$ cat src/inc/adcotr_pkg.sv
// Purpose: Constants for the converter control and status register block
// Assumes: Serial register port sampled in the clk domain
// Notes:   Register map, field layout, reset values and pattern codes
// Notes on behaviour
// - Bit six zero keeps converter active; one puts it in sleep.
// - Bit seven enables temperature sensor regardless of the sleep bit.
// - Override codes 00 and 01 pass the mode-selected data (samples or test pattern) to outputs.
// - Override code 10 drives all data and clock outputs to zero.
// - Override code 11 drives all data and clock outputs to one.
// - Read-only temperature register returns eight sensor bits, no fixed reset.
package adcotr_pkg;
  // ----------------------------------------
  // Register map
  // ----------------------------------------
  localparam logic [6:0] ADDR_SLEEP_SENSOR = 7'h05;
  localparam logic [6:0] ADDR_OUT_CTRL     = 7'h06;
  localparam logic [6:0] ADDR_TEMP         = 7'h08;

  localparam logic [7:0] RST_SLEEP_SENSOR  = 8'h20;
  localparam logic [7:0] RST_OUT_CTRL      = 8'h04;

  // ----------------------------------------
  // Field layout
  // ----------------------------------------
  localparam int BIT_TEMP_EN   = 7;
  localparam int BIT_SLEEP     = 6;
  localparam int BIT_RSVD_ONE  = 5;
  localparam int FORCE_LSB     = 0;
  localparam int MODE_LSB      = 6;

  localparam logic [1:0] FORCE_ZERO = 2'h2;
  localparam logic [1:0] FORCE_ONE  = 2'h3;

  localparam logic [1:0] MODE_NORMAL = 2'h0;
  localparam logic [1:0] MODE_SCRAM  = 2'h1;
  localparam logic [1:0] MODE_PRBS   = 2'h2;
  localparam logic [1:0] MODE_TOGGLE = 2'h3;

  // ----------------------------------------
  // Serial frame, PRBS seed and temperature offset
  // ----------------------------------------
  localparam int              FRAME_BITS = 16;
  localparam logic [4:0]      ADDR_DONE  = 5'h08;
  localparam logic [4:0]      FRAME_DONE = 5'h10;
  localparam logic [6:0]      PRBS_SEED  = 7'h7F;
  localparam int              TEMP_OFFSET_C = 78;

  typedef enum logic [2:0] {
    ADCOTR_IDLE  = 3'b001,
    ADCOTR_SHIFT = 3'b010,
    ADCOTR_END   = 3'b100
  } adcotr_state_e;
endpackage

$ cat src/rtl/adcotr_top.sv
// Purpose: Sleep/sensor control, output override, data mode and temperature readout
// Assumes: Serial port pins synchronous to clk; frame is R/W, 7 address, 8 data, MSB first
// Notes:   Data bits taken on sclk rising edge, read data changes after falling edge
`timescale 1ns/10ps
`default_nettype none
module adcotr_top
  import adcotr_pkg::*;
#(
  parameter int WIDTH = 12
)(
  // Clock and reset
  input  wire logic             clk,
  input  wire logic             resetn,
  // Serial register port
  input  wire logic             sclk,
  input  wire logic             sen_n,
  input  wire logic             sdio_in,
  output logic                  sdio_out,
  output logic                  sdio_oe,
  // Converter core
  input  wire logic [WIDTH-1:0] sample_data,
  input  wire logic [7:0]       sensor_code,
  output logic                  sleep_en,
  output logic                  temp_sensor_en,
  // Output bus
  output logic [WIDTH-1:0]      out_data,
  output logic                  out_clk
);
  // ----------------------------------------
  // Register state
  // ----------------------------------------
  logic [7:0]    sleep_sensor_reg;
  logic [7:0]    out_ctrl_reg;
  logic [7:0]    temp_reg;
  logic          sclk_q;
  logic [4:0]    bit_cnt;
  logic [15:0]   shift_in;
  logic [7:0]    shift_out;
  logic          is_read;
  adcotr_state_e state;
  logic [WIDTH-1:0] prbs_word;
  logic [WIDTH-1:0] toggle_word;
  logic [WIDTH-1:0] next_data;
  logic          clk_phase;

  wire sclk_rise = sclk & ~sclk_q;
  wire sclk_fall = ~sclk & sclk_q;
  wire [15:0] next_shift = {shift_in[14:0], sdio_in};

  function automatic logic [7:0] read_mux(input logic [6:0] addr,
                                          input logic [7:0] ss,
                                          input logic [7:0] oc,
                                          input logic [7:0] tr);
    case (addr)
      ADDR_SLEEP_SENSOR: read_mux = ss;
      ADDR_OUT_CTRL:     read_mux = oc;
      ADDR_TEMP:         read_mux = tr;
      default:           read_mux = 8'h00;
    endcase
  endfunction

  always_ff @(posedge clk or negedge resetn)
  begin
    if (!resetn)
      sclk_q <= 1'b0;
    else
      sclk_q <= sclk;
  end

  // ----------------------------------------
  // Serial frame sequencer
  // ----------------------------------------
  always_ff @(posedge clk or negedge resetn)
  begin
    if (!resetn)
    begin
      state    <= ADCOTR_IDLE;
      bit_cnt  <= 5'h00;
      shift_in <= 16'h0000;
      is_read  <= 1'b0;
    end
    else if (sen_n)
    begin
      // Deselect aborts any partial frame
      state   <= ADCOTR_IDLE;
      bit_cnt <= 5'h00;
    end
    else
    begin
      case (state)
        ADCOTR_IDLE:
        begin
          bit_cnt <= 5'h00;
          state   <= ADCOTR_SHIFT;
        end
        ADCOTR_SHIFT:
        begin
          if (sclk_rise)
          begin
            shift_in <= next_shift;
            bit_cnt  <= bit_cnt + 5'h01;
            if (bit_cnt == 5'h00)
              is_read <= sdio_in;
            if (bit_cnt + 5'h01 == FRAME_DONE)
              state <= ADCOTR_END;
          end
        end
        ADCOTR_END:
          state <= ADCOTR_END;
        default:
          state <= ADCOTR_IDLE;
      endcase
    end
  end

  wire addr_taken = (state == ADCOTR_SHIFT) && sclk_rise && (bit_cnt + 5'h01 == ADDR_DONE);
  wire write_done = (state == ADCOTR_SHIFT) && sclk_rise && (bit_cnt + 5'h01 == FRAME_DONE) && !is_read;
  // Last data bit is still in flight, so the address is read from the next word
  wire [6:0] wr_addr = next_shift[14:8];

  // ----------------------------------------
  // Read path
  // ----------------------------------------
  always_ff @(posedge clk or negedge resetn)
  begin
    if (!resetn)
    begin
      shift_out <= 8'h00;
      sdio_out  <= 1'b0;
      sdio_oe   <= 1'b0;
    end
    else if (sen_n)
    begin
      sdio_oe <= 1'b0;
      sdio_out <= 1'b0;
    end
    else if (addr_taken && is_read)
      shift_out <= read_mux(next_shift[6:0], sleep_sensor_reg, out_ctrl_reg, temp_reg);
    else if (sclk_fall && is_read && state == ADCOTR_SHIFT && bit_cnt >= ADDR_DONE)
    begin
      sdio_out  <= shift_out[7];
      sdio_oe   <= 1'b1;
      shift_out <= {shift_out[6:0], 1'b0};
    end
  end

  // ----------------------------------------
  // Writable registers
  // ----------------------------------------
  // Reserved bit is stored as written; host keeps it at one
  always_ff @(posedge clk or negedge resetn)
  begin
    if (!resetn)
      sleep_sensor_reg <= RST_SLEEP_SENSOR;
    else if (write_done && wr_addr == ADDR_SLEEP_SENSOR)
      sleep_sensor_reg <= next_shift[7:0];
  end

  always_ff @(posedge clk or negedge resetn)
  begin
    if (!resetn)
      out_ctrl_reg <= RST_OUT_CTRL;
    else if (write_done && wr_addr == ADDR_OUT_CTRL)
      out_ctrl_reg <= next_shift[7:0];
  end

  always_ff @(posedge clk or negedge resetn)
  begin
    if (!resetn)
    begin
      sleep_en       <= 1'b0;
      temp_sensor_en <= 1'b0;
    end
    else
    begin
      sleep_en       <= sleep_sensor_reg[BIT_SLEEP];
      temp_sensor_en <= sleep_sensor_reg[BIT_TEMP_EN];
    end
  end

  // Sensor value has no reset; it follows the sensor while enabled
  always_ff @(posedge clk)
  begin
    if (temp_sensor_en)
      temp_reg <= sensor_code;
  end

  // ----------------------------------------
  // Output bus
  // ----------------------------------------
  adcotr_pattern #(
    .WIDTH (WIDTH)
  ) u_pattern (
    .clk         (clk),
    .resetn      (resetn),
    .prbs_word   (prbs_word),
    .toggle_word (toggle_word)
  );

  wire [1:0] force_sel = out_ctrl_reg[FORCE_LSB +: 2];
  wire [1:0] mode_sel  = out_ctrl_reg[MODE_LSB +: 2];

  always_comb
  begin
    case (mode_sel)
      MODE_NORMAL: next_data = sample_data;
      MODE_SCRAM:  next_data = {sample_data[WIDTH-1:1] ^ {(WIDTH-1){sample_data[0]}}, sample_data[0]};
      MODE_PRBS:   next_data = prbs_word;
      MODE_TOGGLE: next_data = toggle_word;
      default:     next_data = sample_data;
    endcase
  end

  always_ff @(posedge clk or negedge resetn)
  begin
    if (!resetn)
      clk_phase <= 1'b0;
    else
      clk_phase <= ~clk_phase;
  end

  always_ff @(posedge clk or negedge resetn)
  begin
    if (!resetn)
    begin
      out_data <= '0;
      out_clk  <= 1'b0;
    end
    else if (force_sel == FORCE_ZERO)
    begin
      out_data <= '0;
      out_clk  <= 1'b0;
    end
    else if (force_sel == FORCE_ONE)
    begin
      out_data <= '1;
      out_clk  <= 1'b1;
    end
    else
    begin
      out_data <= next_data;
      out_clk  <= clk_phase;
    end
  end
endmodule
`default_nettype wire

$ cat src/rtl/adcotr_pattern.sv
// Purpose: Test pattern source for the output bus
// Assumes: Advances once per clk cycle
// Notes:   PRBS7 with taps 7 and 6, plus an all-ones/all-zeros toggle
`timescale 1ns/10ps
`default_nettype none
module adcotr_pattern
  import adcotr_pkg::*;
#(
  parameter int WIDTH = 12
)(
  // Clock and reset
  input  wire logic             clk,
  input  wire logic             resetn,
  // Patterns
  output logic [WIDTH-1:0]      prbs_word,
  output logic [WIDTH-1:0]      toggle_word
);
  logic [6:0] lfsr;
  logic       phase;

  always_ff @(posedge clk or negedge resetn)
  begin
    if (!resetn)
      lfsr <= PRBS_SEED;
    else
      lfsr <= {lfsr[5:0], lfsr[6] ^ lfsr[5]};
  end

  always_ff @(posedge clk or negedge resetn)
  begin
    if (!resetn)
      phase <= 1'b0;
    else
      phase <= ~phase;
  end

  // Each output bit carries the sequence delayed by its index modulo 7
  genvar g;
  generate
    for (g = 0; g < WIDTH; g++)
    begin : g_bit
      assign prbs_word[g] = lfsr[g % 7];
    end
  endgenerate

  assign toggle_word = {WIDTH{~phase}};
endmodule
`default_nettype wire

$ cat config.mk
export PLATFORM = sky130hd
export DESIGN_NAME = adcotr_top
export DESIGN_NICKNAME = d
export VERILOG_FILES = /design/src/inc/adcotr_pkg.sv /design/src/rtl/adcotr_top.sv /design/src/rtl/adcotr_pattern.sv
export SDC_FILE = /design/constraint.sdc
export NUM_CORES = 1
export LEC_CHECK = 0
export BUFFER_PORTS_ARGS = -buffer_cell sky130_fd_sc_hd__buf_2
export CORE_MARGIN = 3
export CORE_UTILIZATION = 30
export DETAILED_ROUTE_END_ITERATION = 6
export GPL_TIMING_DRIVEN = 0
export PLACE_DENSITY = 0.58
export SKIP_LAST_GASP = 1
export SYNTH_ARGS = -nofsm -noshare
export SYNTH_HDL_FRONTEND = slang
export SYNTH_SLANG_ARGS = --single-unit
export TNS_END_PERCENT = 100
$ cat constraint.sdc
create_clock -name clk -period 2.45 [get_ports clk]
set_clock_uncertainty 0.05 [all_clocks]
set_input_delay 0.3675 -clock clk [delete_from_list [all_inputs] [get_ports clk]]
set_output_delay 0.3675 -clock clk [all_outputs]
set_load 0.1 [all_outputs]
[Word-level counts from Yosys, hierarchy flattened]
Index checks and enable logic that the tools add are counted.
Storage, ports and cells
  output and inout port bits: 17
  flip-flop bits (word level): 82
  bits in writable memories: 0
  memory bits (read-only): 0
  bits in latches: 0
  memories: 0
  input bits: 25
Operators by class
  divide/modulo/power cells: 0
  bitwise gates (word level): 9
  $lt $le $gt $ge: 1
  shifts and indexed selects: 0
  reductions and logical operators: 22
  muxes and demuxes: 21
  add/sub/neg operators: 1
  eq/ne operators: 18
  multipliers: 0
Operator list (number)
  $pmux 12 s4: 1
  $eq 7x3->1 const B: 4
  $mux 12: 2
  $pmux 8 s3: 1
  $mux 8: 2
  $xor 11x11->11: 1
  $logic_and 1x1->1: 10
  $mux 5: 2
  $pmux 5 s2: 1
  $mux 3: 3
  $pmux 3 s3: 1
  $eq 2x2->1 const B: 4
  $mux 1: 8
  $reduce_and 2->1: 4
  $eq 7x4->1 const B: 1
  $ne 3x3->1 const B: 2
  $add 5x1->5 const B: 1
  $eq 5x4->1 const B: 1
  $eq 5x5->1 const B: 1
  $ge 5x4->1 const B: 1
  $logic_not 5->1: 1
  $not 1->1: 5
  $reduce_and 4->1: 1
  $reduce_bool 2->1: 2
  11 further kinds: 12

[Logic depth before layout (Yosys ltp)]
Gate-level depths: netlist (run 1).
  depth in word-level cells: 8
  depth in mapped cells: 8
  depth with buffers taken out: 6

[Cells and area by module]
Synthesis (run 1) repeated with hierarchy kept, for this count alone.
Second synthesis, totals
  cell total of the unflattened synthesis: 355
  area total of the unflattened synthesis: 4047.6 µm²
Modules (own cells, without submodules)
  adcotr_top: cells each 329, times used 1, area an instance 3706.1 µm², seq. area each 1895.6 µm²
  adcotr_pattern: cells each 26, times used 1, area an instance 341.6 µm², seq. area each 209.0 µm²

[Worst setup path after synthesis (run 1)]
Ideal clock, no wire load.
  path kind: flip-flop to flip-flop
  from: register bit_cnt[0]
  to: register out_ctrl_reg[0]
  clock period less this slack: 2264 ps
  cell stages (with the launch flop): 9
  path slack: 186 ps
  setup time: 125 ps
  buffers on the path: 2
  data arrival time: 2089 ps
  cell sequence: dfrtp_1 > ha_1 > clkbuf_1 > nor2_1 > o2bb2ai_1 > nand3_1 > or4b_1 > buf_6 > mux2_4
Between the ends
  cells in the longest elaborated chain, start to end: 5
RTL lines
  start: declaration: line adcotr_top.sv:36  | logic [4:0] bit_cnt;
  start signal: assignment: line adcotr_top.sv:101  | bit_cnt <= bit_cnt + 5'h01;
  $add 5x1->5: line adcotr_top.sv:117  | wire write_done = (state == ADCOTR_SHIFT) && sclk_rise && (bit_cnt + 5'h01 == FRAME_DONE) && !is_read;
  $eq 5x5->1: line adcotr_top.sv:117
  $logic_and 1x1->1 (2 in a row): line adcotr_top.sv:117
  $logic_and 1x1->1: line adcotr_top.sv:163  | else if (write_done && wr_addr == ADDR_OUT_CTRL)
  end signal: assignment: line adcotr_top.sv:164  | out_ctrl_reg <= next_shift[7:0];
  end: declaration: line adcotr_top.sv:33  | logic [7:0] out_ctrl_reg;
Every way passes these cells.
A chain may end at the register's enable or synchronous reset.

[Final worst setup path (run 1)]
  from: register bit_cnt[1]
  to: register sleep_sensor_reg[6]
Between the ends
  cells in the longest elaborated chain, start to end: 5
RTL lines
  $add 5x1->5: line adcotr_top.sv:117
  $eq 5x5->1: line adcotr_top.sv:117
  $logic_and 1x1->1 (2 in a row): line adcotr_top.sv:117
  $logic_and 1x1->1: line adcotr_top.sv:155  | else if (write_done && wr_addr == ADDR_SLEEP_SENSOR)
  end signal: assignment: line adcotr_top.sv:156  | sleep_sensor_reg <= next_shift[7:0];
  end: declaration: line adcotr_top.sv:32  | logic [7:0] sleep_sensor_reg;
Every way passes these cells.

==> flow_metrics.env, run 1 <==
export IMPL_cp_slowest_stage_delay_ps=520
export IMPL_hold_viol_final=0
export IMPL_hp_class="in2reg"
export IMPL_final_max_slew_violation_count=0
export IMPL_port_buffers=39
export IMPL_synth_top_area_share_pct=42.3
export IMPL_initial_core_util_pct=31.1
export IMPL_cts_buffers=9
export IMPL_critPathCaptureType="flip-flop"
export IMPL_synth_ff_type="dfrtp_1"
export IMPL_synthXorXnorAreaFrac_pct=1.85
export IMPL_yosysSeqAreaShare_pct=55.6
export IMPL_layout_drive_gt1_share_pct=26.2
export IMPL_wl_met1_mm=4.00
export IMPL_cts_tree="built"
export IMPL_met3_length_um=279
export IMPL_synthDistinctLibCells=53
export IMPL_grt_total_usage_pct=12.1
export IMPL_synth_avg_cell_area_um2=11.5
export IMPL_fmax_mhz=424
export IMPL_synth_seq_cells=82
export IMPL_netlist_area_mm2=0.00378
export IMPL_required_ps=2620
export IMPL_reg2reg_slack_ps=90
export IMPL_synth_top_cell_by_area="dfrtp_1"
export IMPL_syn_nets=358
export IMPL_async_reset_ff_share_pct=90.2
export IMPL_synthMuxAreaShare_pct=10.8
export IMPL_diodes=0
export IMPL_finalCritPeriodShare_pct=96.2
export IMPL_grt_setup_unrepaired="false"
export IMPL_root_buffer="clkbuf_16"
export IMPL_crit_buf_inv=1
export IMPL_largest_reg_flops=14
export IMPL_crit_chain="ha_4 > nor2_1 > o2bb2ai_1 > nand3_1 > or4_1 > buf_2 > mux2_1"
export IMPL_status="complete, no violations"
export IMPL_power_total_uw=3060
export IMPL_critPathTopFamily="simple AND/OR/NAND/NOR gates"
export IMPL_grt_pass1_wl_mm=13.6
export IMPL_setup_violations=0
export IMPL_fp_dieW_um=118
export IMPL_grt_pass1_vias=2677
export IMPL_die_y_um=118
export IMPL_grt_overflow=0
export IMPL_worst_path_max_delay_cell="or4_1"
export IMPL_power_density_mw_per_mm2=678
export IMPL_antenna_found_initial=0
export IMPL_ant_nets=0
export IMPL_max_vdd_ir_drop_uv=404
export IMPL_worstMarginPinSlew_ps=653
export IMPL_core_area_mm2=0.0122
export IMPL_dpl_cell_area_mm2=0.00421
export IMPL_final_common_cell="dfrtp_1"
export IMPL_dp_hpwl_mm=5.65
export IMPL_startpoint_type="flip-flop"
export IMPL_criticalPathCategory="reg2reg"
export IMPL_synth_compound_area_share_pct=14.6
export IMPL_routed_via_density=4.75
export IMPL_leakage_uw=0.00198
export IMPL_cts_max_path_buffers=2
export IMPL_vias=2630
export IMPL_wl_per_cell_um=14.3
export IMPL_yosys_warnings=0
export IMPL_maxCapViolations=0
export IMPL_clk_pin_slew_worst_paths_ps=70
export IMPL_syn_to_final_growth_pct=19.3
export IMPL_final_area_mm2=0.00452
export IMPL_pin_count=42
export IMPL_cp_max_fo=8
export IMPL_cts_sinks=82
export IMPL_dr_pass1_iters=4
export IMPL_dieArea_mm2=0.0140
export IMPL_postSynthCellCount=330
export IMPL_nNetsFinal=409
export IMPL_drc=0
export IMPL_synth_adder_area_share_pct=0.992
export IMPL_finalCriticalPeriod_ps=2360
export IMPL_top_layer="met4"
export IMPL_htreeDepth=3
export IMPL_met2_length_mm=3.50
export IMPL_grt_max_degree=44
export IMPL_synth_edf_count=8
export IMPL_placementRows=40
export IMPL_drt_iter0_drc=121
export IMPL_regMostFlops="shift_in"
export IMPL_setup_tns_ps=0
export IMPL_synth_top_family_by_area="compound AO/OA/AOI/OAI gates"
export IMPL_final_cell_mix="dfrtp_1 (63), buf_2 (42), nor2_1 (39)"
export IMPL_top_regs="shift_in x14, out_data x12"
export IMPL_drt_wl_total_mm=7.92
export IMPL_worstPathArrival_ps=2520
export IMPL_cts_setup_buffers=0
export IMPL_yosys_top_cells_area="dfrtp_1 (42%), dfstp_2 (6.9%), edfxtp_1 (6.3%)"
export IMPL_synthSimpleGateAreaFrac_pct=12.8
export IMPL_gp_congestion=0.843
export IMPL_clock_latency_ps=340
export IMPL_slew_headroom_pct=56.4
-- per-stage QoR --
| step | utilization [%] | setup WS (ps) | hold WS, ps | std cells |
|---|---|---|---|---|
| 6_report | 37.1 | 92.7 | 148 | 554 |
| 5_1_grt | 37.1 | 12.9 | 129 | 554 |
| 4_1_cts | 37.0 | 31.5 | 122 | 554 |
| 3_5_place_dp | 34.6 | -147 | 292 | 538 |
| 3_3_place_gp | 34.4 | -64.0 | 305 | 537 |
| 2_1_floorplan | - | 186 | 21.9 | 330 |
-- synth_stat cells (10+ instances only) --
library cell and instances:
a21oi_1 23, clkbuf_1 16, dfrtp_1 64, dfstp_2 10, mux2_2 14, nand2_1 10
nor2_1 39, o21ai_0 12, o31ai_1 11
-- report_power, final --
group	switching, uW	internal (uW)	total, uW
registers	39.3	1410	1450
logic	221	123	344
clock network	571	692	1260
-- layer usage --
metal	global-route usage, %	up-vias
li1	-	1290
met1	16.8	1295
met2	17.9	38
met3	3.49	7
met4	4.76	0
met5	0	-
-- logic make-up after synthesis --
kind of cell	Yosys count
flops	82
simple gates	93
fa+ha+maj	3
xor+xnor	8
buf+inv	30
compound gates	80
mux	34
-- cell type report --
| type | instances | area, um^2 |
|---|---|---|
| well taps | 168 | 210 |
| flip-flops and latches | 82 | 2110 |
| clock inverters | 7 | 50.0 |
| repair buffers | 41 | 228 |
| multi-input cells | 218 | 1570 |
| inverters | 6 | 22.5 |
| plain buffers | 23 | 100 |
| clock buffers | 9 | 225 |
| fillers | 1191 | 7650 |
-- path summary, 6_finish.rpt --
check | to | startpoint | cells past startpoint
worst max-delay path | sleep_sensor_reg[6] | bit_cnt[1] | 7
worst min-delay path | temp_reg[0] | sensor_code[0] | 1
worst max register to register | sleep_sensor_reg[6] | bit_cnt[1] | 7
worst min register to register | u_pattern.lfsr[2] | u_pattern.lfsr[1] | 0
max in group asynchronous | u_pattern.lfsr[6] | resetn | 3
min in group asynchronous | sleep_sensor_reg[7] | resetn | 2
-- repair_timing --
action,CTS,global route
endpoints found under the setup margin,16,17
pin swaps,0,0
endpoints found under the hold margin,29,0
hold buffers,1,0
resized for setup,1,3
Note: power is estimated with default switching activity, not from simulation.
==> run 2: changes to the inputs <==
--- a/config.mk
+++ b/config.mk
@@ -5,13 +5,12 @@
 export SDC_FILE = /design/constraint.sdc
 export NUM_CORES = 1
 export LEC_CHECK = 0
-export BUFFER_PORTS_ARGS = -buffer_cell sky130_fd_sc_hd__buf_2
+export BUFFER_PORTS_ARGS = -buffer_cell sky130_fd_sc_hd__buf_4
 export CORE_MARGIN = 3
-export CORE_UTILIZATION = 30
+export CORE_UTILIZATION = 50
 export DETAILED_ROUTE_END_ITERATION = 6
 export GPL_TIMING_DRIVEN = 0
-export PLACE_DENSITY = 0.58
-export SKIP_LAST_GASP = 1
+export PLACE_DENSITY = 0.82
 export SYNTH_ARGS = -nofsm -noshare
 export SYNTH_HDL_FRONTEND = slang
 export SYNTH_SLANG_ARGS = --single-unit
==> run 2 against run 1 <==
Critical path type unchanged. Sequential share of layout area up 0.66 points. Power is 4.1% lower. Sequential cell count stayed put. Worst setup slack better by 75 ps. Die area decreased by 38%.
==> flow_metrics.env, run 2 (same netlist as run 1, synthesis figures left out) <==
export IMPL_setup_violations=0
export IMPL_worstSetupStartpoint="bit_cnt[0]"
export IMPL_dp_slack_ps=-101
export IMPL_setup_tns_ps=0
export IMPL_syn_to_final_growth_pct=17.8
export IMPL_postLayoutCoreUtil_pct=61.1
export IMPL_final_common_cell="dfrtp_1"
export IMPL_grt_pass1_vias=2773
export IMPL_finalCritPeriodShare_pct=93.1
export IMPL_dr_pass1_iters=5
export IMPL_grt_max_degree=75
export IMPL_pin_count=42
export IMPL_slew_headroom_pct=40.1
export IMPL_drc=0
export IMPL_reg2reg_slack_ps=170
export IMPL_placementRows=31
export IMPL_routed_via_density=5.56
export IMPL_antenna_found_initial=0
export IMPL_cts_buffers=9
export IMPL_initial_core_util_pct=51.9
export IMPL_r2r_start="bit_cnt[0]"
export IMPL_drt_iter0_drc=175
export IMPL_hold_viol_final=0
export IMPL_fmax_mhz=438
export IMPL_diodes=0
export IMPL_reg2reg_depth=7
export IMPL_port_buffers=39
export IMPL_criticalPathCategory="reg2reg"
export IMPL_largest_reg_flops=14
export IMPL_dieArea_mm2=0.00865
export IMPL_clk_pin_slew_worst_paths_ps=80
export IMPL_leakage_uw=0.00197
export IMPL_cp_max_fo=8
export IMPL_grt_pass1_wl_mm=13.0
export IMPL_critPathCaptureType="flip-flop"
export IMPL_clock_latency_ps=350
export IMPL_nNetsFinal=407
export IMPL_dp_hpwl_mm=5.31
export IMPL_gp_congestion=0.825
export IMPL_cts_max_path_buffers=2
export IMPL_fillers=584
export IMPL_finalHoldWorstSlack_ps=88.5
export IMPL_fp_dieW_um=93.0
export IMPL_startpoint_type="flip-flop"
export IMPL_drt_wl_total_mm=7.57
export IMPL_htreeDepth=3
export IMPL_cts_sinks=82
export IMPL_power_density_mw_per_mm2=659
export IMPL_core_area_mm2=0.00729
export IMPL_max_vdd_ir_drop_uv=488
export IMPL_worstPathArrival_ps=2460
export IMPL_layout_drive_gt1_share_pct=26.6
export IMPL_postLayoutSetupSlackWorst_ps=168
export IMPL_ant_nets=0
export IMPL_r2r_end="sleep_sensor_reg[3]"
export IMPL_final_cell_mix="dfrtp_1 (62), nor2_1 (39), buf_4 (39)"
export IMPL_die_y_um=93.0
export IMPL_hp_class="in2async"
export IMPL_worstMarginPinSlew_ps=898
export IMPL_grt_overflow=0
export IMPL_wl_per_cell_um=15.7
export IMPL_top_regs="shift_in x14, out_data x12"
export IMPL_required_ps=2620
export IMPL_vias=2685
export IMPL_cts_hold_buf=0
export IMPL_final_max_slew_violation_count=0
export IMPL_regMostFlops="shift_in"
export IMPL_grt_total_usage_pct=19.1
export IMPL_finalCriticalPeriod_ps=2280
export IMPL_status="complete, no violations"
export IMPL_power_total_uw=2930
export IMPL_grt_setup_unrepaired="false"
export IMPL_cts_tree="built"
export IMPL_maxCapViolations=0
export IMPL_root_buffer="clkbuf_8"
[run 2: cell count changes in the layout (fill, tap and decap cells not counted), moves of 2 or more]
cell / delta
bufinv_16: +2
inv_6: -3
clkbuf_8: +10
clkbuf_16: -8
buf_4: +38
buf_2: -38
[run 2: area by class of cell]
| cell class | count | area [um^2] | share of cell area (%) |
|---|---|---|---|
| Sequential cell | 82 | 2110 | 47.3 |
| Multi-Input combinational cell | 218 | 1570 | 35.2 |
| Timing Repair Buffer | 39 | 293 | 6.57 |
| Clock buffer | 12 | 166 | 3.73 |
| Tap cell | 99 | 124 | 2.78 |
| Buffer | 23 | 100 | 2.25 |
| Clock inverter | 4 | 72.6 | 1.63 |
| Inverter | 6 | 22.5 | 0.505 |
[run 2: power breakdown]
group / leakage, uW / switching (uW) / internal, uW
clock network: 0.000118 / 467 / 662
registers: 0.00103 / 39.9 / 1410
logic: 0.000826 / 217 / 135
[run 2: timing repair]
| item | 4_1_cts | 5_1_grt |
|---|---|---|
| setup endpoints to repair | 16 | 16 |
| hold endpoints to repair | 0 | 0 |
| resized for setup | 1 | 4 |
| setup buffers | 0 | 0 |
[run 2: routing by layer]
| metal | GRT usage [%] | routed length (um) | up-vias |
|---|---|---|---|
| met2 | 29.5 | 3730 | 74 |
| met1 | 25.9 | 3350 | 1321 |
| met3 | 5.39 | 372 | 12 |
| met5 | 0 | 0 | - |
| li1 | - | - | 1278 |
| met4 | 7.08 | 125 | 0 |
[run 2: worst max-delay path: stages, from the launching register on]
cell	delay (ps)
dfrtp_2	480
ha_4	220
nor2_1	100
o2bb2ai_1	130
nand3_2	140
or4_1	500
buf_2	210
mux2_1	320
[run 2: metrics by stage]
step	instances	cell area, um^2
floorplan	330	3780
global placement	468	4200
detailed placement	468	4200
CTS	483	4440
global route	483	4460
finish	483	4460
[run 2: worst max path at each step]
stage	to	slack, ps	cells past startpoint
CTS	sleep_sensor_reg[1]	40	7
finish	sleep_sensor_reg[3]	170	7
floorplan	out_ctrl_reg[0]	190	8
global placement	sleep_sensor_reg[7]	-40	8
global route	sleep_sensor_reg[2]	50	7
detailed placement	sleep_sensor_reg[1]	-100	8
